==> src/common/core_pkg.sv <==
// Purpose: shared types and constants of the instruction timing core
// Assumes: single clock domain, synchronous reset
// Notes: opcode constants name the few encodings the checks lean on
package core_pkg;

	localparam int MAX_CYCLES = 8;

	localparam int FLAG_CY = 7;
	localparam int FLAG_AC = 6;
	localparam int FLAG_OV = 2;
	localparam int FLAG_P = 0;

	localparam logic [7:0] ACC_RESET = 8'h00;
	localparam logic [7:0] B_RESET = 8'h00;
	localparam logic [7:0] STATUS_RESET = 8'h00;
	localparam logic [15:0] DPP_RESET = 16'h0000;

	localparam logic [7:0] OP_DIV = 8'h84;
	localparam logic [7:0] OP_MUL = 8'hA4;
	localparam logic [7:0] OP_JZ = 8'h60;
	localparam logic [7:0] OP_ADD_IMM = 8'h24;
	localparam logic [7:0] OP_ADD_DIR = 8'h25;
	localparam logic [7:0] OP_ANL_IND = 8'h56;
	localparam logic [7:0] OP_ORL_DIR_IMM = 8'h43;
	localparam logic [7:0] OP_XRL_DIR_A = 8'h62;

	typedef struct packed {
		logic [1:0] bytes;
		logic [3:0] cycles;
		logic cond;
	} timing_t;

	typedef struct packed {
		logic [7:0] acc;
		logic [7:0] b;
		logic [7:0] status;
	} arch_t;

	typedef enum logic [4:0] {
		ALU_NONE, ALU_ADD, ALU_ADDC, ALU_SUBB, ALU_ORL, ALU_ANL, ALU_XRL, ALU_MOV,
		ALU_INC, ALU_DEC, ALU_DIV, ALU_MUL, ALU_SWAP, ALU_DA, ALU_CLR, ALU_CPL,
		ALU_RR, ALU_RRC, ALU_RL, ALU_RLC, ALU_INCDP, ALU_CPLC, ALU_CLRC, ALU_SETBC,
		ALU_ORLC, ALU_ANLC, ALU_ORLNC, ALU_ANLNC, ALU_MOVC, ALU_CJNE
	} alu_op_t;

endpackage : core_pkg

==> src/verilog/core_alu.sv <==
// Purpose: accumulator, auxiliary register and status word update
// Assumes: operand holds the source byte or bit of the instruction
// Notes: purely combinational; the caller commits the result
`timescale 1ns/1ps
module core_alu (
	input wire core_pkg::alu_op_t op,
	input wire core_pkg::arch_t cur,
	input wire logic [7:0] operand,
	input wire logic [15:0] pointer,
	output core_pkg::arch_t nxt,
	output logic [15:0] pointer_next
);

	logic [7:0] a;
	logic cy_in;
	logic ac_in;
	logic carry_in;
	logic [8:0] add_full;
	logic [4:0] add_nib;
	logic [7:0] add_low;
	logic [8:0] sub_full;
	logic [4:0] sub_nib;
	logic sub_ov;
	logic lo_fix;
	logic [8:0] da1;
	logic hi_fix;
	logic [8:0] da2;
	logic [15:0] prod;
	logic b_zero;
	logic [7:0] quot;
	logic [7:0] rem;

	assign a = cur.acc;
	assign cy_in = cur.status[core_pkg::FLAG_CY];
	assign ac_in = cur.status[core_pkg::FLAG_AC];
	assign carry_in = (op == core_pkg::ALU_ADDC) ? cy_in : 1'b0;
	assign add_full = {1'b0, a} + {1'b0, operand} + {8'h00, carry_in};
	assign add_nib = {1'b0, a[3:0]} + {1'b0, operand[3:0]} + {4'h0, carry_in};
	assign add_low = {1'b0, a[6:0]} + {1'b0, operand[6:0]} + {7'h00, carry_in};
	assign sub_full = {1'b0, a} - {1'b0, operand} - {8'h00, cy_in};
	assign sub_nib = {1'b0, a[3:0]} - {1'b0, operand[3:0]} - {4'h0, cy_in};
	assign sub_ov = (a[7] ^ operand[7]) & (sub_full[7] ^ a[7]);
	assign lo_fix = (a[3:0] > 4'h9) || ac_in;
	assign da1 = {1'b0, a} + (lo_fix ? 9'h006 : 9'h000);
	assign hi_fix = (da1[7:4] > 4'h9) || da1[8] || cy_in;
	assign da2 = da1 + (hi_fix ? 9'h060 : 9'h000);
	assign prod = {8'h00, a} * {8'h00, cur.b};
	assign b_zero = (cur.b == 8'h00);
	// divide by zero leaves both registers alone and raises overflow
	assign quot = b_zero ? a : a / cur.b;
	assign rem = b_zero ? cur.b : a % cur.b;

	always_comb begin
		nxt = cur;
		pointer_next = pointer;
		case (op)
			core_pkg::ALU_ADD, core_pkg::ALU_ADDC: begin
				nxt.acc = add_full[7:0];
				nxt.status[core_pkg::FLAG_CY] = add_full[8];
				nxt.status[core_pkg::FLAG_AC] = add_nib[4];
				nxt.status[core_pkg::FLAG_OV] = add_full[8] ^ add_low[7];
			end
			core_pkg::ALU_SUBB: begin
				nxt.acc = sub_full[7:0];
				nxt.status[core_pkg::FLAG_CY] = sub_full[8];
				nxt.status[core_pkg::FLAG_AC] = sub_nib[4];
				nxt.status[core_pkg::FLAG_OV] = sub_ov;
			end
			core_pkg::ALU_ORL: nxt.acc = a | operand;
			core_pkg::ALU_ANL: nxt.acc = a & operand;
			core_pkg::ALU_XRL: nxt.acc = a ^ operand;
			core_pkg::ALU_MOV: nxt.acc = operand;
			core_pkg::ALU_INC: nxt.acc = a + 8'h01;
			core_pkg::ALU_DEC: nxt.acc = a - 8'h01;
			core_pkg::ALU_DIV: begin
				nxt.acc = quot;
				nxt.b = rem;
				nxt.status[core_pkg::FLAG_CY] = 1'b0;
				nxt.status[core_pkg::FLAG_OV] = b_zero;
			end
			core_pkg::ALU_MUL: begin
				nxt.acc = prod[7:0];
				nxt.b = prod[15:8];
				nxt.status[core_pkg::FLAG_CY] = 1'b0;
				nxt.status[core_pkg::FLAG_OV] = (prod[15:8] != 8'h00);
			end
			core_pkg::ALU_SWAP: nxt.acc = {a[3:0], a[7:4]};
			core_pkg::ALU_DA: begin
				nxt.acc = da2[7:0];
				nxt.status[core_pkg::FLAG_CY] = cy_in | da1[8] | da2[8];
			end
			core_pkg::ALU_CLR: nxt.acc = 8'h00;
			core_pkg::ALU_CPL: nxt.acc = ~a;
			core_pkg::ALU_RR: nxt.acc = {a[0], a[7:1]};
			core_pkg::ALU_RL: nxt.acc = {a[6:0], a[7]};
			core_pkg::ALU_RRC: begin
				nxt.acc = {cy_in, a[7:1]};
				nxt.status[core_pkg::FLAG_CY] = a[0];
			end
			core_pkg::ALU_RLC: begin
				nxt.acc = {a[6:0], cy_in};
				nxt.status[core_pkg::FLAG_CY] = a[7];
			end
			core_pkg::ALU_INCDP: pointer_next = pointer + 16'h0001;
			core_pkg::ALU_CPLC: nxt.status[core_pkg::FLAG_CY] = ~cy_in;
			core_pkg::ALU_CLRC: nxt.status[core_pkg::FLAG_CY] = 1'b0;
			core_pkg::ALU_SETBC: nxt.status[core_pkg::FLAG_CY] = 1'b1;
			core_pkg::ALU_ORLC: nxt.status[core_pkg::FLAG_CY] = cy_in | operand[0];
			core_pkg::ALU_ANLC: nxt.status[core_pkg::FLAG_CY] = cy_in & operand[0];
			core_pkg::ALU_ORLNC: nxt.status[core_pkg::FLAG_CY] = cy_in | ~operand[0];
			core_pkg::ALU_ANLNC: nxt.status[core_pkg::FLAG_CY] = cy_in & ~operand[0];
			core_pkg::ALU_MOVC: nxt.status[core_pkg::FLAG_CY] = operand[0];
			core_pkg::ALU_CJNE: nxt.status[core_pkg::FLAG_CY] = (a < operand);
			default: nxt = cur;
		endcase
		// parity always follows the accumulator
		nxt.status[core_pkg::FLAG_P] = ^nxt.acc;
	end

endmodule : core_alu

==> src/verilog/core_timing.sv <==
// Purpose: opcode timing decoder, cycle sequencer and accumulator datapath of the core
// Assumes: opcode, operand and branch outcome are valid together with op_valid
// Notes: architectural state commits when the opcode is taken; done marks the last cycle
`timescale 1ns/1ps
module core_timing #(
	parameter int MAX_CYCLES = core_pkg::MAX_CYCLES
) (
	input wire logic clk,
	input wire logic srst,
	input wire logic op_valid,
	input wire logic [7:0] op_byte,
	input wire logic [7:0] operand,
	input wire logic branch_taken,
	output logic op_ready,
	output logic done,
	output logic [3:0] cycles_taken,
	output logic [1:0] bytes_taken,
	output logic [7:0] acc,
	output logic [7:0] b_value,
	output logic [7:0] program_status_word,
	output logic [15:0] data_pointer_pair
);

	if (MAX_CYCLES < 8 || MAX_CYCLES > 15) begin : g_bad_max
		$error("MAX_CYCLES must lie between 8 and 15");
	end

	// bytes and clocks of one opcode; cond adds a clock when the branch is taken
	function automatic core_pkg::timing_t op_timing(input logic [7:0] op);
		core_pkg::timing_t t;
		logic [3:0] hi;
		logic [3:0] lo;
		hi = op[7:4];
		lo = op[3:0];
		t.bytes = 2'h1;
		t.cycles = 4'h1;
		t.cond = 1'b0;
		if (lo >= 4'h8) begin
			// register operand column
			case (hi)
				4'h7, 4'h8, 4'hA: t.bytes = 2'h2;
				4'hB: begin
					t.bytes = 2'h3;
					t.cond = 1'b1;
				end
				4'hD: begin
					t.bytes = 2'h2;
					t.cond = 1'b1;
				end
				default: t.bytes = 2'h1;
			endcase
			t.cycles = {2'h0, t.bytes};
		end else if (lo >= 4'h6) begin
			// indirect operand column costs one clock more than its bytes, except high nibbles 7, 8 and A
			case (hi)
				4'h7, 4'h8, 4'hA: t.bytes = 2'h2;
				4'hB: begin
					t.bytes = 2'h3;
					t.cond = 1'b1;
				end
				default: t.bytes = 2'h1;
			endcase
			t.cycles = (hi == 4'hB) ? 4'h4 : 4'h2;
		end else if (lo == 4'h5) begin
			// direct operand column
			case (hi)
				4'h7, 4'h8: t.bytes = 2'h3;
				4'hA: t.bytes = 2'h1;
				4'hB, 4'hD: begin
					t.bytes = 2'h3;
					t.cond = 1'b1;
				end
				default: t.bytes = 2'h2;
			endcase
			t.cycles = {2'h0, t.bytes};
		end else begin
			case (lo)
				4'h4: begin
					case (hi)
						4'h0, 4'h1, 4'hC, 4'hD, 4'hE, 4'hF: t.cycles = 4'h1;
						4'h8: t.cycles = 4'h8;
						4'hA: t.cycles = 4'h4;
						4'hB: begin
							t.bytes = 2'h3;
							t.cycles = 4'h3;
							t.cond = 1'b1;
						end
						default: begin
							t.bytes = 2'h2;
							t.cycles = 4'h2;
						end
					endcase
				end
				4'h1: begin
					t.bytes = 2'h2;
					t.cycles = 4'h3;
				end
				4'h0: begin
					case (hi)
						4'h0: t.cycles = 4'h1;
						4'h1, 4'h2, 4'h3: begin
							t.bytes = 2'h3;
							t.cycles = 4'h3;
							t.cond = 1'b1;
						end
						4'h4, 4'h5, 4'h6, 4'h7: begin
							t.bytes = 2'h2;
							t.cycles = 4'h2;
							t.cond = 1'b1;
						end
						4'h8: begin
							t.bytes = 2'h2;
							t.cycles = 4'h3;
						end
						4'h9: begin
							t.bytes = 2'h3;
							t.cycles = 4'h3;
						end
						4'hE, 4'hF: t.cycles = 4'h3;
						default: begin
							t.bytes = 2'h2;
							t.cycles = 4'h2;
						end
					endcase
				end
				4'h2: begin
					case (hi)
						4'h0, 4'h1: begin
							t.bytes = 2'h3;
							t.cycles = 4'h4;
						end
						4'h2, 4'h3: t.cycles = 4'h5;
						4'hE, 4'hF: t.cycles = 4'h3;
						default: begin
							t.bytes = 2'h2;
							t.cycles = 4'h2;
						end
					endcase
				end
				default: begin
					case (hi)
						4'h4, 4'h5, 4'h6: begin
							t.bytes = 2'h3;
							t.cycles = 4'h3;
						end
						4'h7, 4'h8, 4'h9, 4'hE, 4'hF: t.cycles = 4'h3;
						default: t.cycles = 4'h1;
					endcase
				end
			endcase
		end
		return t;
	endfunction : op_timing

	// datapath operation of one opcode; moves to memory and writes to memory leave the core state alone
	function automatic core_pkg::alu_op_t alu_sel(input logic [7:0] op);
		core_pkg::alu_op_t s;
		logic [3:0] hi;
		logic [3:0] lo;
		hi = op[7:4];
		lo = op[3:0];
		s = core_pkg::ALU_NONE;
		if (lo >= 4'h4) begin
			case (hi)
				4'h2: s = core_pkg::ALU_ADD;
				4'h3: s = core_pkg::ALU_ADDC;
				4'h4: s = core_pkg::ALU_ORL;
				4'h5: s = core_pkg::ALU_ANL;
				4'h6: s = core_pkg::ALU_XRL;
				4'h9: s = core_pkg::ALU_SUBB;
				4'hE: s = (lo == 4'h4) ? core_pkg::ALU_CLR : core_pkg::ALU_MOV;
				4'hB: s = (lo <= 4'h5) ? core_pkg::ALU_CJNE : core_pkg::ALU_NONE;
				default: s = core_pkg::ALU_NONE;
			endcase
			if (lo == 4'h4) begin
				case (hi)
					4'h0: s = core_pkg::ALU_INC;
					4'h1: s = core_pkg::ALU_DEC;
					4'h7: s = core_pkg::ALU_MOV;
					4'h8: s = core_pkg::ALU_DIV;
					4'hA: s = core_pkg::ALU_MUL;
					4'hC: s = core_pkg::ALU_SWAP;
					4'hD: s = core_pkg::ALU_DA;
					4'hF: s = core_pkg::ALU_CPL;
					default: s = s;
				endcase
			end
		end else if (lo == 4'h3) begin
			case (hi)
				4'h0: s = core_pkg::ALU_RR;
				4'h1: s = core_pkg::ALU_RRC;
				4'h2: s = core_pkg::ALU_RL;
				4'h3: s = core_pkg::ALU_RLC;
				4'hA: s = core_pkg::ALU_INCDP;
				4'hB: s = core_pkg::ALU_CPLC;
				4'hC: s = core_pkg::ALU_CLRC;
				4'hD: s = core_pkg::ALU_SETBC;
				default: s = core_pkg::ALU_NONE;
			endcase
		end else if (lo == 4'h2) begin
			case (hi)
				4'h7: s = core_pkg::ALU_ORLC;
				4'h8: s = core_pkg::ALU_ANLC;
				4'hA: s = core_pkg::ALU_MOVC;
				default: s = core_pkg::ALU_NONE;
			endcase
		end else if (lo == 4'h0) begin
			if (hi == 4'hA) s = core_pkg::ALU_ORLNC;
			if (hi == 4'hB) s = core_pkg::ALU_ANLNC;
		end
		return s;
	endfunction : alu_sel

	logic ready_reg;
	logic done_reg;
	logic [3:0] cnt_reg;
	logic [3:0] cycles_reg;
	logic [1:0] bytes_reg;
	core_pkg::arch_t arch_reg;
	logic [15:0] dpp_reg;
	logic [3:0] elapsed_reg;

	core_pkg::timing_t tim;
	core_pkg::alu_op_t aop;
	core_pkg::arch_t arch_next;
	logic [15:0] dpp_next;
	logic accept;
	logic [3:0] total;
	logic [3:0] cnt_next;
	logic done_next;

	assign tim = op_timing(op_byte);
	assign aop = alu_sel(op_byte);
	assign accept = op_valid && ready_reg;
	assign total = tim.cycles + {3'h0, tim.cond & branch_taken};
	// whole clocks only, held in a plain down counter that any clock rate serves
	assign cnt_next = accept ? total - 4'h1 : ((cnt_reg != 4'h0) ? cnt_reg - 4'h1 : 4'h0);
	assign done_next = (accept && total == 4'h1) || (cnt_reg == 4'h1);

	core_alu u_alu (
		.op(aop),
		.cur(arch_reg),
		.operand(operand),
		.pointer(dpp_reg),
		.nxt(arch_next),
		.pointer_next(dpp_next)
	);

	// fully static state: a stopped clock simply holds it
	always_ff @(posedge clk) begin
		if (srst) begin
			ready_reg <= 1'b1;
			done_reg <= 1'b0;
			cnt_reg <= 4'h0;
			cycles_reg <= 4'h0;
			bytes_reg <= 2'h0;
			elapsed_reg <= 4'h0;
		end else begin
			ready_reg <= (cnt_next == 4'h0);
			done_reg <= done_next;
			cnt_reg <= cnt_next;
			if (accept) begin
				cycles_reg <= total;
				bytes_reg <= tim.bytes;
			end
			elapsed_reg <= accept ? 4'h1 : ((elapsed_reg == 4'hF) ? 4'hF : elapsed_reg + 4'h1);
		end
	end

	always_ff @(posedge clk) begin
		if (srst) begin
			arch_reg <= {core_pkg::ACC_RESET, core_pkg::B_RESET, core_pkg::STATUS_RESET};
			dpp_reg <= core_pkg::DPP_RESET;
		end else if (accept) begin
			arch_reg <= arch_next;
			dpp_reg <= dpp_next;
		end
	end

	assign op_ready = ready_reg;
	assign done = done_reg;
	assign cycles_taken = cycles_reg;
	assign bytes_taken = bytes_reg;
	assign acc = arch_reg.acc;
	assign b_value = arch_reg.b;
	assign program_status_word = arch_reg.status;
	assign data_pointer_pair = dpp_reg;

	a_cycle_count: assert property (@(posedge clk) disable iff (srst) done |-> elapsed_reg == cycles_taken)
		else $error("done does not fall on the counted cycle");
	a_cycle_ceiling: assert property (@(posedge clk) disable iff (srst) cycles_taken <= 4'(MAX_CYCLES))
		else $error("instruction longer than the ceiling");
	a_divide_eight: assert property (@(posedge clk) disable iff (srst)
		(accept && op_byte == core_pkg::OP_DIV) |-> ##1 (!done)[*7] ##1 done)
		else $error("divide not eight clocks");
	a_single_rate: assert property (@(posedge clk) disable iff (srst)
		(accept && tim.cycles == 4'h1 && !tim.cond) |=> done && op_ready)
		else $error("single clock instruction not back to back");
	a_branch_short: assert property (@(posedge clk) disable iff (srst)
		(accept && op_byte == core_pkg::OP_JZ && !branch_taken) |-> ##1 !done ##1 done)
		else $error("untaken branch not two clocks");
	a_branch_long: assert property (@(posedge clk) disable iff (srst)
		(accept && op_byte == core_pkg::OP_JZ && branch_taken) |-> ##1 (!done)[*2] ##1 done)
		else $error("taken branch not three clocks");
	a_add_direct: assert property (@(posedge clk) disable iff (srst)
		(accept && op_byte == core_pkg::OP_ADD_DIR) |-> ##1 !done ##1 done ##0 bytes_taken == 2'h2)
		else $error("add direct not two clocks");
	a_and_indirect: assert property (@(posedge clk) disable iff (srst)
		(accept && op_byte == core_pkg::OP_ANL_IND) |-> ##2 done ##0 bytes_taken == 2'h1)
		else $error("and indirect not two clocks");
	a_or_dir_imm: assert property (@(posedge clk) disable iff (srst)
		(accept && op_byte == core_pkg::OP_ORL_DIR_IMM) |-> ##1 (!done)[*2] ##1 done)
		else $error("or immediate to direct not three clocks");
	a_xor_dir: assert property (@(posedge clk) disable iff (srst)
		(accept && op_byte == core_pkg::OP_XRL_DIR_A) |-> ##2 done ##0 bytes_taken == 2'h2)
		else $error("xor to direct not two clocks");
	a_multiply_four: assert property (@(posedge clk) disable iff (srst)
		(accept && op_byte == core_pkg::OP_MUL) |-> ##1 (!done)[*3] ##1 done)
		else $error("multiply not four clocks");
	a_add_result: assert property (@(posedge clk) disable iff (srst)
		(accept && op_byte == core_pkg::OP_ADD_IMM) |=> acc == 8'($past(acc) + $past(operand)))
		else $error("add immediate result wrong");

endmodule : core_timing
==> config.mk <==
export PLATFORM = sky130hd
export DESIGN_NAME = core_timing
export DESIGN_NICKNAME = d
export VERILOG_FILES = /design/src/common/core_pkg.sv /design/src/verilog/core_alu.sv /design/src/verilog/core_timing.sv
export SDC_FILE = /design/constraint.sdc
export NUM_CORES = 1
export LEC_CHECK = 0
export ABC_AREA = 1
export BUFFER_PORTS_ARGS = -buffer_cell sky130_fd_sc_hd__buf_2
export CAP_MARGIN = 10
export CORE_MARGIN = 5
export CORE_UTILIZATION = 35
export DETAILED_ROUTE_END_ITERATION = 8
export GPL_TIMING_DRIVEN = 0
export PLACE_DENSITY = 0.48
export SYNTH_ARGS = -nofsm -noshare
export SYNTH_HDL_FRONTEND = slang
export SYNTH_SLANG_ARGS = --single-unit
==> constraint.sdc <==
create_clock -name clk -period 13.3 [get_ports clk]
set_input_delay 1.995 -clock clk [delete_from_list [all_inputs] [get_ports clk]]
set_output_delay 1.995 -clock clk [all_outputs]
set_load 0.02 [all_outputs]
==> results.json <==
{
  "cts_tree": "yes",
  "status": "completed",
  "synth.area.top_cells": "ha_1 16%, nand2_1 15%, inv_1 10%",
  "die_h_um": 183,
  "dieArea_um2": 33600,
  "synthArstFlopShare": 0,
  "area_delta_synth_final_pct": 9.53,
  "grt_overflow": 0,
  "critPathMaxFanout": 10,
  "numClockSinks": 48,
  "diodes": 0,
  "path_class": "flip-flop to flip-flop",
  "final_nets": 1999,
  "wl_per_cell_um": 17.7,
  "max_freq_mhz": 84.5,
  "final.min_clock_period_ps": 11830,
  "rr_endpoint": "program_status_word[0]$_SDFFE_PP0P_",
  "largest_register_ff_count": 16,
  "coreArea_um2": 29600,
  "grt_pass1_vias": 10700,
  "syn_area_um2": 10500,
  "drive_above_1_share": 0.0849,
  "drtIter0Drc": 1012,
  "startpoint_type": "flip-flop",
  "place_inst": 2185,
  "crit_required_ps": 13510,
  "worst_path_max_delay_cell": "o31ai_1",
  "post-dp-hpwl_mm": 31.0,
  "die_w_um": 183,
  "final_common_cell": "nand2_1",
  "skew_ps": 8.89,
  "hold_violations": 0,
  "maxCapViolations": 0,
  "layout.cells.non_filler": 2193,
  "routed_via_density": 5.17,
  "yosysUniqueCellTypes": 55,
  "cts_root_buffer": "clkbuf_16",
  "rsz0062_at_grt": "false",
  "setup-violations-final": 0,
  "synth_flop_cell": "dfxtp_1",
  "slew_headroom": 0.210,
  "syn_inst": 1732,
  "start_util": 0.355,
  "min_path_cells": 2,
  "remaining_drc_errors": 0,
  "clkLatencyLatePin_ps": 310,
  "hold_buffers": 0,
  "cp-end-kind": "flip-flop",
  "antenna_left": 0,
  "hold_path.startpoint": "program_status_word[6]$_SDFFE_PP0P_",
  "synth-seq-cells": 48,
  "port_buffers": 60,
  "cts_htree_levels": 2,
  "vias": 11300,
  "worst_ep_arrival_time_ps": 12040,
  "slew_violations": 0,
  "timing.critical_path.max_delay_family": "compound AO/OA/AOI/OAI gates",
  "cts_buffers": 5,
  "synth_area_leader_cell": "ha_1",
  "final_cell_mix": "416 x nand2_1, 286 x inv_1, 159 x nor2_1",
  "synth-edff-count": 0,
  "cp_common_cell": "nand2_1",
  "ys_warn_count": 0,
  "rrSetupSlack_ps": 1470,
  "drtPass1Iterations": 5,
  "io_pins": 68,
  "yosysSeqAreaShare": 0.0914,
  "globalplace.congestion": 0.945,
  "hold_path.class": "flip-flop to flip-flop",
  "avgSynthCellArea_um2": 6.07,
  "yosysTopAreaCellShare": 0.158,
  "wl_mm": 38.7,
  "worst_slew_pin_slew_ps": 1170,
  "antenna_found_initial": 0,
  "path_clk_slew_ps": 80,
  "grt_max_degree": 18,
  "slowest_delay_ps": 360,
  "cp_num_buf_inv": 11,
  "final.period_utilization": 0.890,
  "ff2ff_path_depth": 71,
  "cp.depth": 71,
  "grt_usage": 0.227,
  "grt_pass1_wl_mm": 60.2,
  "whs_endpoint": "program_status_word[6]$_SDFFE_PP0P_",
  "cts_buffer_depth": 2,
  "rows": 63,
  "final.fill_count": 3336,
  "setup_tns_ps": 0,
  "timing.rr.start": "b_value[5]$_SDFFE_PP0P_"
}
==> synth_stat cells, types with 2 or more instances <==
cell type,instances
o2111ai_1,3
o22ai_1,2
a21oi_1,93
clkinv_1,4
a31oi_1,11
buf_2,11
or2_2,12
fa_1,44
nor2_1,159
xor2_1,42
nor2_2,7
nor3_2,2
nor2_4,5
a31o_2,2
o21bai_1,6
a21o_1,4
o21ai_0,110
dfxtp_1,48
nand3_1,129
inv_2,13
nand2_2,9
ha_1,133
xnor2_1,17
nor4_1,8
a21boi_0,3
nand4_1,24
a211oi_1,4
nor3_1,27
clkbuf_1,39
a22oi_1,4
nand2_1,416
o31ai_1,4
nand3b_1,11
o211ai_1,12
nand3_2,3
buf_4,5
inv_1,288
==> cells by family (layout without fill, tap and decap cells) <==
| family | Yosys count | after routing | share of synthesized area |
|---|---|---|---|
| DFF | 48 | 48 | 0.0914 |
| AOI/OAI and AO/OA | 269 | 269 | 0.145 |
| other | 1 | 4 | 0.000357 |
| buffers and inverters | 362 | 430 | 0.133 |
| xor gates and xnor gates | 59 | 59 | 0.0491 |
| and+or+nand+nor | 816 | 816 | 0.339 |
| adders and majority gates | 177 | 177 | 0.242 |
==> metal layers <==
metal / GRT usage / wire, um
met1: 0.329 / 18900
met2: 0.355 / 16300
met3: 0.0299 / 2350
met5: 0 / 0
met4: 0.0581 / 1090
==> metrics by stage <==
step                hold slack [ps]  utilization  cell area, um^2  worst slack (ps)
finish                          501        0.389            11500              1470
floorplan                       492            -            10500              3080
detailed placement              493        0.382            11300               499
global route                    524        0.389            11500              58.5
global placement                490        0.382            11300               736
CTS                             506        0.388            11500               472
==> cell type report <==
cell class | instances | area (um^2) | area share
Clock inverter | 2 | 38.8 | 0.00337
Sequential cell | 48 | 962 | 0.0835
Buffer | 57 | 255 | 0.0222
Inverter | 305 | 1140 | 0.0994
Timing Repair Buffer | 60 | 300 | 0.0261
Multi-Input combinational cell | 1325 | 8190 | 0.711
Tap cell | 390 | 488 | 0.0424
Clock buffer | 6 | 139 | 0.0121
==> tightest hold or removal path, delay by kind of cell (launching register included) <==
family	cells	cell delay, ps
AO/OA/AOI/OAI	1	50
buffers and inverters	1	70
flip-flops	1	340
==> worst max path at each step <==
stage,start,endpoint
after CTS,b_value[0]$_SDFFE_PP0P_,program_status_word[0]$_SDFFE_PP0P_
after global routing,b_value[5]$_SDFFE_PP0P_,program_status_word[0]$_SDFFE_PP0P_
final,b_value[5]$_SDFFE_PP0P_,program_status_word[0]$_SDFFE_PP0P_
after global placement,b_value[0]$_SDFFE_PP0P_,program_status_word[0]$_SDFFE_PP0P_
after floorplan,b_value[0]$_SDFFE_PP0P_,program_status_word[0]$_SDFFE_PP0P_
after detailed placement,b_value[0]$_SDFFE_PP0P_,program_status_word[0]$_SDFFE_PP0P_
==> timing repair <==
action / in CTS / in global routing
resized for setup: 0 / 11
buffers inserted: 0 / 0
endpoints found under the hold margin: 0 / 0
endpoints found under the setup margin: 0 / 10
Power is not shown: default switching activity piles up to over one toggle a cycle in this logic, so the estimate is an artifact.
